### src/verilog/charger_pkg.sv
package charger_pkg;

  // ----------------------------------------------------------------
  // Register map
  // ----------------------------------------------------------------
  localparam int         ADDR_W        = 3;
  localparam int         DATA_W        = 8;
  localparam logic [2:0] STATUS_OFS    = 3'h0;
  localparam logic [2:0] CTRL_ONE_OFS  = 3'h1;
  localparam logic [2:0] VOLT_TWO_OFS  = 3'h2;
  localparam logic [2:0] CUR_FOUR_OFS  = 3'h4;
  localparam logic [2:0] IRQ_STAT_OFS  = 3'h6;
  localparam logic [2:0] IRQ_MASK_OFS  = 3'h7;

  // Field positions
  localparam int RESET_BIT     = 7;
  localparam int WEAK_LSB      = 4;
  localparam int TE_BIT        = 3;
  localparam int CE_BIT        = 2;
  localparam int HZ_BIT        = 1;
  localparam int FLOAT_LSB     = 2;
  localparam int CHG_LSB       = 4;
  localparam int TERM_LSB      = 0;
  localparam int STAT_LSB      = 4;

  // Reset values
  localparam logic [7:0] CTRL_ONE_RST  = 8'h14;
  localparam logic [7:0] VOLT_TWO_RST  = 8'h08;
  localparam logic [7:0] CUR_FOUR_RST  = 8'h00;
  localparam logic [7:0] IRQ_MASK_RST  = 8'h00;

  // Float voltage decode, millivolts
  localparam logic [12:0] FLOAT_BASE_MV  = 13'h0dac;
  localparam logic [12:0] FLOAT_STEP_MV  = 13'h0014;
  localparam logic [5:0]  FLOAT_MAX_CODE = 6'h2f;

  // Status codes
  localparam logic [1:0] STAT_READY    = 2'h0;
  localparam logic [1:0] STAT_CHARGING = 2'h1;
  localparam logic [1:0] STAT_DONE     = 2'h2;
  localparam logic [1:0] STAT_FAULT    = 2'h3;

  // Interrupt status bits
  localparam int IRQ_W     = 4;
  localparam int IRQ_CYCLE = 0;
  localparam int IRQ_TERM  = 1;
  localparam int IRQ_DONE  = 2;
  localparam int IRQ_FAULT = 3;

  // Timing
  localparam int CLK_MHZ           = 200;
  localparam int DONE_CHECK_MS     = 500;
  localparam int DONE_CHECK_CYCLES = DONE_CHECK_MS * CLK_MHZ * 1000;
  localparam int RAMP_STEP_NS      = 1000;
  localparam int RAMP_STEP_CYCLES  = RAMP_STEP_NS * CLK_MHZ / 1000;

  typedef struct packed {
    logic [5:0] float_voltage_code;
    logic [2:0] charge_current_code;
    logic [2:0] termination_current_code;
    logic [1:0] weak_battery_threshold;
    logic       termination_enable;
  } cfg_t;

  typedef struct packed {
    logic below_short;
    logic below_recharge;
    logic below_weak;
    logic below_term;
    logic cv_active;
    logic temp_limit;
    logic vin_floor;
    logic vin_por_ok;
    logic battery_present;
  } sense_t;

  typedef enum logic [4:0] {
    ST_HIZ        = 5'b00001,
    ST_PRECHARGE  = 5'b00010,
    ST_FAST       = 5'b00100,
    ST_DONE_CHECK = 5'b01000,
    ST_DONE       = 5'b10000
  } state_t;

endpackage

### src/verilog/charge_sequencer.sv
`timescale 1ns/1ps
// Behaviour
// RL1 - Charge mode or high-impedance mode, both blocked
// RL2 - Linear precharge below short threshold, then switching
// RL3 - Charge current ramps with limited slew
// RL4 - Thermal limit keeps reducing charge current
// RL5 - Input floor droop reduces charge current
// RL6 - Float voltage 3.50 V plus 20 mV, capped
// RL7 - Current, termination and weak-battery field positions
// RL8 - Termination enable bit gates current termination
// RL9 - Low current at float voltage completes cycle
// RL10 - Recharge below float minus hysteresis
// RL11 - Power-on clear with weak battery restarts
// RL12 - Charge-enable or reset bit restarts cycle
// RL13 - Ready for 500 ms, then done
// RL14 - Weak-battery power-on restores defaults, enables charge
// RL15 - Fields take effect after complete write
module charge_sequencer
  import charger_pkg::*;
#(
  parameter int DONE_CYCLES = DONE_CHECK_CYCLES
) (
  input  wire logic              sys_clk,       // 200 MHz core clock
  input  wire logic              rst_n,         // Async reset, active low
  input  wire logic [ADDR_W-1:0] reg_addr,      // Register address
  input  wire logic [DATA_W-1:0] reg_wdata,     // Write data
  input  wire logic              reg_wr,        // Write strobe
  input  wire logic              reg_rd,        // Read strobe
  output logic      [DATA_W-1:0] reg_rdata,     // Read data, cycle after strobe
  input  wire sense_t            sense_raw,     // Analog comparator pins
  output logic                   high_impedance,// Paths blocked both ways
  output logic                   precharge_en,  // Linear source on
  output logic                   pwm_en,        // Switching charger on
  output logic      [2:0]        charge_current,// Ramped current command
  output logic      [12:0]       float_mv,      // Float voltage, mV
  output logic      [2:0]        term_code,     // Termination current code
  output logic      [1:0]        weak_code,     // Weak-battery threshold code
  output logic      [1:0]        status_code,   // Charge status
  output logic                   irq            // Level interrupt
);

  // ------------------------------------------------------------
  // Functions
  // ------------------------------------------------------------
  // 4.44 V needs 13 bits; a 12-bit result would wrap above 4.095 V
  function automatic logic [12:0] float_decode(input logic [5:0] code);
    logic [5:0] c;
    c = (code > FLOAT_MAX_CODE) ? FLOAT_MAX_CODE : code;
    return 13'(FLOAT_BASE_MV + 13'(c) * FLOAT_STEP_MV);
  endfunction

  function automatic cfg_t cfg_from(input logic [7:0] one, input logic [7:0] two,
                                    input logic [7:0] four);
    cfg_t c;
    c.float_voltage_code       = two[FLOAT_LSB +: 6];
    c.charge_current_code      = four[CHG_LSB +: 3];
    c.termination_current_code = four[TERM_LSB +: 3];
    c.weak_battery_threshold   = one[WEAK_LSB +: 2];
    c.termination_enable       = one[TE_BIT];
    return c;
  endfunction

  // ------------------------------------------------------------
  // Synchronised sense inputs
  // ------------------------------------------------------------
  sense_t sense;
  sense_t sense_q;

  sense_sync u_sync (
    .sys_clk (sys_clk),
    .rst_n   (rst_n),
    .raw     (sense_raw),
    .synced  (sense)
  );

  // ------------------------------------------------------------
  // Register file
  // ------------------------------------------------------------
  logic [7:0]       ctrl_one;
  logic [7:0]       volt_two;
  logic [7:0]       cur_four;
  logic [IRQ_W-1:0] irq_stat;
  logic [IRQ_W-1:0] irq_mask;
  logic [7:0]       next_ctrl_one;
  logic [7:0]       next_volt_two;
  logic [7:0]       next_cur_four;
  logic [IRQ_W-1:0] next_irq_stat;
  logic [IRQ_W-1:0] next_irq_mask;
  logic [7:0]       next_rdata;
  logic             next_irq;
  cfg_t             cfg;
  cfg_t             next_cfg;
  logic             commit;
  logic             next_commit;
  logic             restart_req;
  logic             next_restart_req;
  logic             por_restart;
  logic [IRQ_W-1:0] events;

  // Weak-battery power-on: POR clears while below the weak threshold
  assign por_restart = sense.vin_por_ok && !sense_q.vin_por_ok && sense.below_weak; // RL11 RL14

  always_comb begin
    next_ctrl_one    = ctrl_one;
    next_volt_two    = volt_two;
    next_cur_four    = cur_four;
    next_irq_mask    = irq_mask;
    next_commit      = 1'b0;
    next_restart_req = 1'b0;
    next_rdata       = 8'h00;
    // Reset bit self-clears so it reads back zero
    next_ctrl_one[RESET_BIT] = 1'b0;
    if (reg_wr) begin
      next_commit = 1'b1;
      unique case (reg_addr)
        CTRL_ONE_OFS: begin
          next_ctrl_one    = reg_wdata;
          next_restart_req = reg_wdata[CE_BIT] | reg_wdata[RESET_BIT]; // RL12
        end
        VOLT_TWO_OFS: next_volt_two = reg_wdata;
        CUR_FOUR_OFS: next_cur_four = reg_wdata;
        IRQ_MASK_OFS: next_irq_mask = reg_wdata[IRQ_W-1:0];
        default:      next_commit   = 1'b0;
      endcase
    end
    if (reg_wr && reg_addr == CTRL_ONE_OFS && reg_wdata[RESET_BIT]) begin
      next_ctrl_one = CTRL_ONE_RST;
      next_volt_two = VOLT_TWO_RST;
      next_cur_four = CUR_FOUR_RST;
    end
    if (por_restart) begin
      next_ctrl_one = CTRL_ONE_RST; // RL14
      next_volt_two = VOLT_TWO_RST;
      next_cur_four = CUR_FOUR_RST;
      next_commit   = 1'b1;
    end
    // Set beats write-one-to-clear
    next_irq_stat = irq_stat;
    if (reg_wr && reg_addr == IRQ_STAT_OFS)
      next_irq_stat = irq_stat & ~reg_wdata[IRQ_W-1:0];
    next_irq_stat = next_irq_stat | events;
    next_irq      = |(next_irq_stat & next_irq_mask);
    if (reg_rd) begin
      unique case (reg_addr)
        STATUS_OFS:   next_rdata = {2'b00, status_code, 4'h0};
        CTRL_ONE_OFS: next_rdata = ctrl_one;
        VOLT_TWO_OFS: next_rdata = volt_two;
        CUR_FOUR_OFS: next_rdata = {1'b0, cur_four[6:0]}; // RL7
        IRQ_STAT_OFS: next_rdata = 8'(irq_stat);
        IRQ_MASK_OFS: next_rdata = 8'(irq_mask);
        default:      next_rdata = 8'h00;
      endcase
    end
    // Charge logic sees the new fields only once the write has landed
    next_cfg = commit ? cfg_from(ctrl_one, volt_two, cur_four) : cfg; // RL15 RL7
  end

  always_ff @(posedge sys_clk or negedge rst_n) begin
    if (!rst_n) begin
      ctrl_one    <= CTRL_ONE_RST;
      volt_two    <= VOLT_TWO_RST;
      cur_four    <= CUR_FOUR_RST;
      irq_stat    <= '0;
      irq_mask    <= IRQ_W'(IRQ_MASK_RST);
      reg_rdata   <= 8'h00;
      irq         <= 1'b0;
      commit      <= 1'b0;
      restart_req <= 1'b0;
      cfg         <= cfg_from(CTRL_ONE_RST, VOLT_TWO_RST, CUR_FOUR_RST);
      sense_q     <= '0;
    end else begin
      ctrl_one    <= next_ctrl_one;
      volt_two    <= next_volt_two;
      cur_four    <= next_cur_four;
      irq_stat    <= next_irq_stat;
      irq_mask    <= next_irq_mask;
      reg_rdata   <= next_rdata;
      irq         <= next_irq;
      commit      <= next_commit;
      restart_req <= next_restart_req;
      cfg         <= next_cfg;
      sense_q     <= sense;
    end
  end

  // ------------------------------------------------------------
  // Charge sequencer
  // ------------------------------------------------------------
  state_t      state;
  state_t      next_state;
  logic [26:0] wait_cnt;
  logic [26:0] next_wait_cnt;
  logic        next_high_impedance;
  logic        next_precharge_en;
  logic        next_pwm_en;
  logic [1:0]  next_status_code;
  logic [12:0] next_float_mv;
  logic [2:0]  next_term_code;
  logic [1:0]  next_weak_code;
  logic        charge_allowed;
  logic        new_cycle;
  logic        pwm_run;

  assign charge_allowed = ctrl_one[CE_BIT] && !ctrl_one[HZ_BIT] && sense.vin_por_ok;
  // Restart request takes a cycle so ctrl_one holds the write first; cfg lands on the same edge as the restart
  assign new_cycle      = restart_req || por_restart; // RL11 RL12

  always_comb begin
    next_state    = state;
    next_wait_cnt = wait_cnt;
    events        = '0;
    unique case (state)
      ST_HIZ: begin
        if (charge_allowed) begin
          next_state       = ST_PRECHARGE;
          events[IRQ_CYCLE] = 1'b1;
        end
      end
      ST_PRECHARGE: begin
        if (!sense.below_short)
          next_state = ST_FAST; // RL2
      end
      ST_FAST: begin
        if (sense.below_short)
          next_state = ST_PRECHARGE; // RL2
        else if (sense.cv_active && sense.below_term && cfg.termination_enable) begin // RL8 RL9
          next_state     = ST_DONE_CHECK;
          next_wait_cnt  = '0;
          events[IRQ_TERM] = 1'b1;
        end
      end
      ST_DONE_CHECK: begin
        next_wait_cnt = wait_cnt + 27'h1;
        if (wait_cnt == 27'(DONE_CYCLES - 1)) begin // RL13
          if (sense.battery_present && sense.vin_por_ok) begin
            next_state       = ST_DONE;
            events[IRQ_DONE] = 1'b1;
          end else begin
            next_state        = ST_HIZ;
            events[IRQ_FAULT] = 1'b1;
          end
        end
      end
      ST_DONE: begin
        if (sense.below_recharge) begin
          next_state        = ST_PRECHARGE; // RL10
          events[IRQ_CYCLE] = 1'b1;
        end
      end
      default: next_state = ST_HIZ;
    endcase
    if (new_cycle && charge_allowed && state != ST_HIZ) begin
      next_state        = ST_PRECHARGE; // RL12
      events[IRQ_CYCLE] = 1'b1;
    end
    if (!charge_allowed) begin
      if (state != ST_HIZ && !sense.vin_por_ok)
        events[IRQ_FAULT] = 1'b1;
      next_state = ST_HIZ; // RL1
    end
    next_high_impedance = (next_state == ST_HIZ); // RL1
    next_precharge_en   = (next_state == ST_PRECHARGE); // RL2
    next_pwm_en         = (next_state == ST_FAST);
    unique case (next_state)
      ST_PRECHARGE, ST_FAST: next_status_code = STAT_CHARGING;
      ST_DONE:               next_status_code = STAT_DONE; // RL13
      ST_HIZ:                next_status_code = sense.vin_por_ok ? STAT_READY : STAT_FAULT;
      default:               next_status_code = STAT_READY; // RL13
    endcase
    next_float_mv  = float_decode(cfg.float_voltage_code); // RL6
    next_term_code = cfg.termination_current_code;
    next_weak_code = cfg.weak_battery_threshold;
  end

  always_ff @(posedge sys_clk or negedge rst_n) begin
    if (!rst_n) begin
      state          <= ST_HIZ;
      wait_cnt       <= '0;
      high_impedance <= 1'b1;
      precharge_en   <= 1'b0;
      pwm_en         <= 1'b0;
      status_code    <= STAT_READY;
      float_mv       <= FLOAT_BASE_MV;
      term_code      <= 3'h0;
      weak_code      <= 2'h0;
    end else begin
      state          <= next_state;
      wait_cnt       <= next_wait_cnt;
      high_impedance <= next_high_impedance;
      precharge_en   <= next_precharge_en;
      pwm_en         <= next_pwm_en;
      status_code    <= next_status_code;
      float_mv       <= next_float_mv;
      term_code      <= next_term_code;
      weak_code      <= next_weak_code;
    end
  end

  // ------------------------------------------------------------
  // Slew-limited current command
  // ------------------------------------------------------------
  assign pwm_run = (state == ST_FAST);

  current_ramp u_ramp (
    .sys_clk (sys_clk),
    .rst_n   (rst_n),
    .enable  (pwm_run),
    .target  (cfg.charge_current_code),
    .reduce  (sense.temp_limit | sense.vin_floor), // RL4 RL5
    .level   (charge_current)
  );

endmodule // charge_sequencer

### src/verilog/sense_sync.sv
`timescale 1ns/1ps
module sense_sync
  import charger_pkg::*;
(
  input  wire logic   sys_clk,  // Core clock
  input  wire logic   rst_n,    // Async reset, active low
  input  wire sense_t raw,      // Comparator pins
  output sense_t      synced    // Two-stage synchronised copy
);

  sense_t meta;
  sense_t next_meta;
  sense_t next_synced;

  always_comb begin
    next_meta   = raw;
    next_synced = meta;
  end

  always_ff @(posedge sys_clk or negedge rst_n) begin
    if (!rst_n) begin
      meta   <= '0;
      synced <= '0;
    end else begin
      meta   <= next_meta;
      synced <= next_synced;
    end
  end

endmodule // sense_sync

### src/verilog/current_ramp.sv
`timescale 1ns/1ps
module current_ramp
  import charger_pkg::*;
(
  input  wire logic       sys_clk,  // Core clock
  input  wire logic       rst_n,    // Async reset, active low
  input  wire logic       enable,   // Switching charger running
  input  wire logic [2:0] target,   // Programmed current code
  input  wire logic       reduce,   // Thermal or input floor limiting
  output logic      [2:0] level     // Current command
);

  logic [7:0] tick_cnt;
  logic [7:0] next_tick_cnt;
  logic [2:0] next_level;
  logic       tick;

  // ------------------------------------------------------------
  // One step per tick so the loop never overshoots the target
  // ------------------------------------------------------------
  always_comb begin
    tick          = (tick_cnt == 8'(RAMP_STEP_CYCLES - 1));
    next_tick_cnt = tick ? 8'h00 : tick_cnt + 8'h01;
    next_level    = level;
    if (!enable) begin
      next_level    = 3'h0;
      next_tick_cnt = 8'h00;
    end else if (tick) begin
      if (reduce && level != 3'h0)
        next_level = level - 3'h1; // RL4 RL5
      else if (!reduce && level < target)
        next_level = level + 3'h1; // RL3
      else if (level > target)
        next_level = level - 3'h1;
    end
  end

  always_ff @(posedge sys_clk or negedge rst_n) begin
    if (!rst_n) begin
      tick_cnt <= 8'h00;
      level    <= 3'h0;
    end else begin
      tick_cnt <= next_tick_cnt;
      level    <= next_level;
    end
  end

endmodule // current_ramp

### config.mk
export PLATFORM = sky130hd
export DESIGN_NAME = charge_sequencer
export DESIGN_NICKNAME = d
export VERILOG_FILES = /design/src/verilog/charger_pkg.sv /design/src/verilog/charge_sequencer.sv /design/src/verilog/sense_sync.sv /design/src/verilog/current_ramp.sv
export SDC_FILE = /design/constraint.sdc
export NUM_CORES = 1
export LEC_CHECK = 0
export BUFFER_PORTS_ARGS = -buffer_cell sky130_fd_sc_hd__buf_4
export CORE_MARGIN = 2
export CORE_UTILIZATION = 60
export CTS_CLUSTER_SIZE = 14
export DETAILED_ROUTE_END_ITERATION = 10
export GPL_ROUTABILITY_DRIVEN = 0
export GPL_TIMING_DRIVEN = 0
export PLACE_DENSITY_LB_ADDON = 0.15
export SYNTH_ARGS = -nofsm -noshare
export SYNTH_HDL_FRONTEND = slang
export SYNTH_SLANG_ARGS = --single-unit
### constraint.sdc
create_clock -name sys_clk -period 7.1 [get_ports sys_clk]
set_input_delay 0.355 -clock sys_clk [delete_from_list [all_inputs] [get_ports sys_clk]]
set_output_delay 0.355 -clock sys_clk [all_outputs]
set_load 0.03 [all_outputs]
==> results.py, run 1 <==
metrics = {
    "cells_and_area": {
        "post-route-util_pct": 73.4,
        "fill_cells": 728,
        "regArea_sq_um": 3520,
        "antenna_cells": 0,
        "fin_cells": 821,
        "fin_nets": 715,
        "area_delta_synth_final_pct": 19.2,
        "multiInputGateArea_sq_um": 2660,
        "drive_above_1_share_pct": 19.1,
    },
    "sta": {
        "slew_viol_final": 0,
        "setup_violations": 0,
        "timing.final.ws_setup_ps": 4470,
        "period_needed_ps": 2630,
        "slew_headroom_pct": 46.2,
        "worstMarginPinSlew_ps": 803,
        "hold_violations": 0,
        "clock_skew_ps": 7.91,
        "rsz0062_at_grt": "no",
        "fmax_mhz": 380,
        "finalSetupTns_ps": 0,
        "post-route-period-util_pct": 37.1,
    },
    "route": {
        "ant_nets": 0,
        "avgRoutedWirePerCell_um": 16.5,
        "drt_iter0_drc": 295,
        "vias": 4646,
        "firstDrtPassIters": 5,
        "vias_per_cell": 5.66,
        "drc": 0,
        "finalWirelength_um": 13600,
    },
    "worst_setup_path": {
        "cp-start-kind": "flip-flop",
        "timing.rr.end": "float_mv[10]",
        "startpoint": "cfg[14]",
        "worstPathArrival_ps": 3090,
        "critPathMaxFanout": 6,
        "rrSetupSlack_ps": 4470,
        "timing.rr.start": "cfg[14]",
        "end_kind": "flip-flop",
        "worst-r2r-cell-count": 12,
        "crit_type": "flip-flop to flip-flop",
        "crit_required_ps": 7560,
    },
    "yosys": {
        "yosysUniqueCellTypes": 64,
        "synth.most_common_cell": "dfrtp_1",
        "syn_area_sq_um": 6360,
        "yosysTopAreaCell": "dfrtp_1",
        "synth_commonest_cells": "126 x dfrtp_1, 82 x nor2_1, 36 x nand2_1",
        "ys_ff_latch": 140,
        "ys.flop_type": "dfrtp_1",
        "yosysSeqAreaShare_pct": 55.4,
        "yosysWarnings": 0,
        "synth_area_per_cell_sq_um": 10.9,
        "async_flop_share_pct": 100,
        "synth_edf_count": 0,
        "synthTopCellsByArea": "dfrtp_1 50%, dfstp_2 5.8%, nor2_1 4.8%",
        "netlist_instances": 585,
        "yosysTopAreaCellShare_pct": 49.6,
    },
    "die": {
        "die_area_sq_um": 11400,
        "die_h_um": 107,
        "io_pins": 59,
        "num_rows": 37,
        "die_width_um": 107,
        "core_area_sq_um": 10300,
        "start_util_pct": 61.6,
    },
    "clock_network": {
        "hold_buffers": 10,
        "post_cts_buffers": 0,
        "cts_made_buffers": 17,
        "cts_max_level": 4,
        "cts-resized-gates": 0,
        "root_buffer": "clkbuf_8",
        "clock_sinks": 140,
        "cts_tree": "yes",
        "cts_buffer_depth": 2,
        "clkLatencyLatePin_ps": 530,
        "clk_pin_slew_ps": 60,
    },
    "global_route": {
        "grt_usage_pct": 26.2,
        "grt_max_degree": 95,
        "grt_pass1_vias": 4854,
        "globalRouteOverflowTotal": 0,
        "antenna_found_initial": 0,
        "grt_pass1_wl_um": 23000,
    },
    "hold_path": {
        "holdPathEnd": "commit",
        "min-delay-path-class": "input pin to flip-flop",
        "whs_path_depth": 2,
        "hold_path.startpoint": "reg_wr",
    },
    "run_status": {
        "status": "finished, final reports clean",
    },
    "flow_run": {
        "cap_violations": 0,
    },
    "pwr": {
        "powerDensity_nw_per_um2": 281,
        "max-vdd-ir-drop_mv": 0.191,
        "power_mw": 2.13,
        "leakagePower_nw": 3.52,
    },
    "placement": {
        "portBuffers": 55,
        "place_hpwl_um": 9280,
        "dp_cells": 779,
        "pre_cts_slack_ps": 4490,
    },
}
==> stage by stage <==
stage | hold WS [ps] | cell area [sq um]
2_1_floorplan | 59.4 | 6370
6_report | 96.9 | 7580
5_1_grt | 87.6 | 7580
4_1_cts | 68.2 | 7580
3_5_place_dp | 311 | 6980
3_3_place_gp | 333 | 6950
==> power by group <==
part | switching [mW] | internal [mW]
clock | 0.318 | 0.436
sequential | 0.0467 | 0.899
combinational | 0.254 | 0.175
total | 0.619 | 1.51
==> cell families after synthesis <==
group                      Yosys count  share of synthesized area (%)
AOI/OAI and AO/OA                   87                           9.40
xor gates and xnor gates            38                           5.23
adders and majority gates           19                           3.97
buffers and inverters               47                           2.97
DFF                                140                           55.4
muxes                               37                           6.12
other                                1                         0.0590
and+or+nand+nor                    216                           16.9
==> sequential cells by signal, summed over array words and instances (netlist names), 2 cells and up <==
register         cells
next_weak_code       2
u_sync.synced        9
wait_cnt            27
float_mv            11
cfg                 10
u_ramp.level         3
u_sync.meta          9
u_ramp.tick_cnt      8
volt_two             8
status_code          2
term_code            3
reg_rdata            8
next_term_code       3
irq_stat             4
irq_mask             4
cur_four             7
ctrl_one             8
weak_code            2
state                5
==> per-layer routing <==
layer,share of wire [%],global-route usage [%],vias to the layer above
li1,-,-,2202
met1,44,33.6,2291
met2,50,43.0,134
met3,4.5,6.81,19
met4,1.3,9.83,0
met5,0,0,-
==> worst max-delay path by stage <==
stage,cells after the start,endpoint
floorplan,10,float_mv[10]
global placement,12,float_mv[10]
detailed placement,10,float_mv[10]
CTS,10,float_mv[10]
global route,12,float_mv[10]
finish,12,float_mv[10]
==> cell type report <==
class / count / area share, %
inverter: 26 / 1.29
sequential: 140 / 46.4
buffer: 21 / 1.20
multi-input combinational: 400 / 35.1
clock inverter: 7 / 0.578
tap: 136 / 2.24
timing repair buffer: 66 / 7.18
clock buffer: 25 / 5.99
==> worst max-delay path, cell delays in order, from the launching register on <==
cell and delay (ps):
dfrtp_1 450, nand2_1 160, nand2b_1 110, ha_1 290, ha_1 160, inv_1 50
fa_1 400, inv_1 70, a21o_1 100, a21oi_1 70, xnor2_1 290, o21ai_0 210
xnor2_1 190
==> layout by cell type, fill, tap and decap left out, types with 3 or more instances in the layout <==
| master | count |
|---|---|
| xor2_1 | 18 |
| dfrtp_1 | 126 |
| nand2b_1 | 6 |
| nor3_1 | 13 |
| nor2b_1 | 7 |
| a221oi_1 | 4 |
| a21o_1 | 6 |
| dlygate4sd3_1 | 10 |
| dfstp_2 | 14 |
| conb_1 | 3 |
| and4_1 | 3 |
| nand2_1 | 36 |
| clkbuf_16 | 16 |
| xnor2_1 | 20 |
| o21ai_0 | 18 |
| a21oi_1 | 25 |
| a211oi_1 | 4 |
| nand4_1 | 12 |
| mux2_2 | 15 |
| buf_2 | 4 |
| a31oi_1 | 8 |
| inv_1 | 26 |
| clkbuf_1 | 20 |
| mux2i_1 | 22 |
| buf_4 | 56 |
| nand3b_1 | 6 |
| and3_1 | 10 |
| ha_1 | 17 |
| nor2_1 | 82 |
| nand3_1 | 20 |
| clkinv_2 | 4 |
| or3_1 | 3 |
(Power assumes the default switching activity.)
==> run 2: changes to the inputs <==
Settings changed: CORE_UTILIZATION 60 to 53.
Clock period 7.1 ns to 2.2 ns, I/O delays scaled along.
==> run 2 against run 1 <==
  * The flow now finishes with violations (setup timing)
  * Power rose to 3.6 times the previous value
  * Clock power rose to 4.0 times the previous value
  * Non-clock buffer count is 18 higher
  * Critical path type unchanged
  * Highest routed layer unchanged
==> results.py, run 2 (synthesis results as in run 1) <==
metrics = {
    "global_route": {
        "antenna_found_initial": 0,
        "grt_usage_pct": 22.1,
        "grt_max_degree": 86,
        "grt_pass1_wl_um": 22400,
        "globalRouteOverflowTotal": 0,
        "grt_pass1_vias": 4641,
    },
    "placement": {
        "portBuffers": 55,
        "dp_cells": 790,
        "place_hpwl_um": 9070,
    },
    "clock_network": {
        "clock_sinks": 140,
        "cts_max_level": 4,
        "clkLatencyLatePin_ps": 420,
        "cts_made_buffers": 17,
        "root_buffer": "clkbuf_16",
        "clk_pin_slew_ps": 60,
        "cts_buffer_depth": 2,
        "cts_tree": "yes",
    },
    "pwr": {
        "p_switching_mw": 2.12,
        "sw_frac_of_total_pct": 27.6,
        "max-vdd-ir-drop_mv": 0.512,
        "comb_power_share_pct": 20.8,
        "powerDensity_nw_per_um2": 956,
        "pwr-share-seq_pct": 39.7,
        "leakagePower_nw": 3.72,
        "p_int_mw": 5.55,
        "clockPowerShare_pct": 39.5,
    },
    "worst_setup_path": {
        "crit_type": "flip-flop to flip-flop",
        "crit_required_ps": 2540,
        "worstPathArrival_ps": 2620,
        "critPathMaxFanout": 4,
        "end_kind": "flip-flop",
        "cp-start-kind": "flip-flop",
        "startpoint": "cfg[14]",
        "timing.rr.start": "cfg[14]",
    },
    "sta": {
        "hold_slack_ps": 111,
        "fmax_mhz": 438,
        "worstMarginPinSlew_ps": 877,
        "clock_skew_ps": 5.58,
        "hold_violations": 0,
        "period_needed_ps": 2280,
        "slew_viol_final": 0,
        "slew_headroom_pct": 41.2,
        "rsz0062_at_grt": "yes",
        "timing.final.ws_setup_ps": -81.9,
        "setup_violations": 3,
        "post-route-period-util_pct": 104,
    },
    "route": {
        "ant_nets": 0,
        "finalWirelength_um": 13200,
        "vias": 4635,
        "vias_per_cell": 5.45,
        "avgRoutedWirePerCell_um": 15.5,
        "drt_iter0_drc": 258,
        "drc": 0,
        "firstDrtPassIters": 5,
    },
    "cells_and_area": {
        "fin_nets": 733,
        "drive_above_1_share_pct": 23.9,
        "top_register": "wait_cnt",
        "layout_commonest_cell": "dfrtp_1",
        "reg_top3": "wait_cnt: 27 flops, float_mv: 11 flops, cfg: 10 flops",
        "fill_cells": 877,
        "area_delta_synth_final_pct": 26.0,
        "largest_reg_flops": 27,
        "mostFrequentLayoutCells": "125 x dfrtp_1, 82 x nor2_1, 66 x buf_4, 35 x nand2_1, 24 x inv_1",
        "antenna_cells": 0,
        "regArea_sq_um": 3520,
        "multiInputGateArea_sq_um": 2790,
        "fin_cells": 850,
    },
    "run_status": {
        "status": "complete, but fails checks",
        "violations": "setup timing",
    },
    "flow_run": {
        "cap_violations": 0,
    },
    "hold_path": {
        "min-delay-path-class": "input pin to flip-flop",
        "hold_path.startpoint": "reg_addr[2]",
    },
    "die": {
        "die_h_um": 114,
        "io_pins": 59,
        "start_util_pct": 53.6,
        "die_area_sq_um": 12900,
        "core_area_sq_um": 11900,
        "die_width_um": 114,
        "num_rows": 40,
    },
}
==> run 2: changes by cell type in the layout (fill, tap and decap cells not counted), moves of 3 or more <==
cell	delta
a21oi_1	-3
a21oi_2	+3
buf_4	+10
bufinv_16	+4
clkbuf_1	-5
clkinv_2	-3
dlygate4sd3_1	+8
ha_1	-3
inv_6	+3
o21ai_0	-3
xnor2_1	-4
xnor2_2	+4
==> run 2: worst max-delay path, stage by stage, from the launching register on <==
cell and delay, ps:
dfrtp_2 430, nand2_4 110, nand2b_4 70, ha_4 270, ha_4 130, inv_2 40, fa_2 410, inv_2 60
a21o_1 120, a21oi_2 60, xnor2_2 220, o21ai_2 110, xnor2_1 170
==> run 2: layout make-up <==
type	count	area share [%]
Tap cell	147	2.29
Multi-Input combinational cell	400	34.8
Buffer	21	1.16
Inverter	26	1.22
Clock buffer	20	5.57
Clock inverter	12	2.29
Timing Repair Buffer	84	8.73
Sequential cell	140	43.9
==> run 2: routing by layer <==
metal  global-route usage, %  vias up  wire, um
li1                        -     2239         -
met1                    29.7     2243      5950
met2                    34.7      126      6340
met4                    9.02        0       314
met3                    5.69       27       602
met5                       0        -         0
==> run 2: timing repair <==
action	4_1_cts	5_1_grt
gates resized for setup	6	16
hold endpoints to repair	73	0
setup endpoints to repair	6	19
setup buffers	6	4
cloned	0	0
hold buffers	18	0
pin swaps	8	10
==> run 2: power by group through the flow <==
| stage | combinational [mW] | clock [mW] | sequential, mW |
|---|---|---|---|
| 2_1_floorplan | 0.695 | 0 | 3.31 |
| 3_3_place_gp | 1.35 | 0 | 3.08 |
| 3_5_place_dp | 1.38 | 0 | 3.09 |
| 4_1_cts | 1.49 | 3.09 | 3.04 |
| 5_1_grt | 1.74 | 3.20 | 3.07 |
| 6_report | 1.59 | 3.03 | 3.04 |
==> run 2: final timing paths <==
check / slack, ps / cells after the start / endpoint
worst max register to register: -80 / 12 / float_mv[10]
max in group asynchronous: 1170 / 3 / high_impedance
worst min-delay path: 110 / 4 / reg_rdata[4]
min in group asynchronous: 220 / 2 / weak_code[0]
worst min register to register: 340 / 0 / u_sync.synced[5]
worst max-delay path: -80 / 12 / float_mv[10]
==> run 2: stage by stage <==
| step | instance area (sq um) | util, % | setup TNS [ps] | power (mW) | setup slack (ps) |
|---|---|---|---|---|---|
| floorplan | 6390 | - | -27.1 | 4.00 | -27.1 |
| global placement | 6990 | 58.9 | -552 | 4.43 | -179 |
| detailed placement | 7020 | 59.2 | -649 | 4.46 | -202 |
| CTS | 7890 | 66.5 | -86.7 | 7.61 | -32.7 |
| global route | 8020 | 67.6 | -644 | 8.01 | -211 |
| finish | 8020 | 67.6 | -203 | 7.67 | -81.9 |
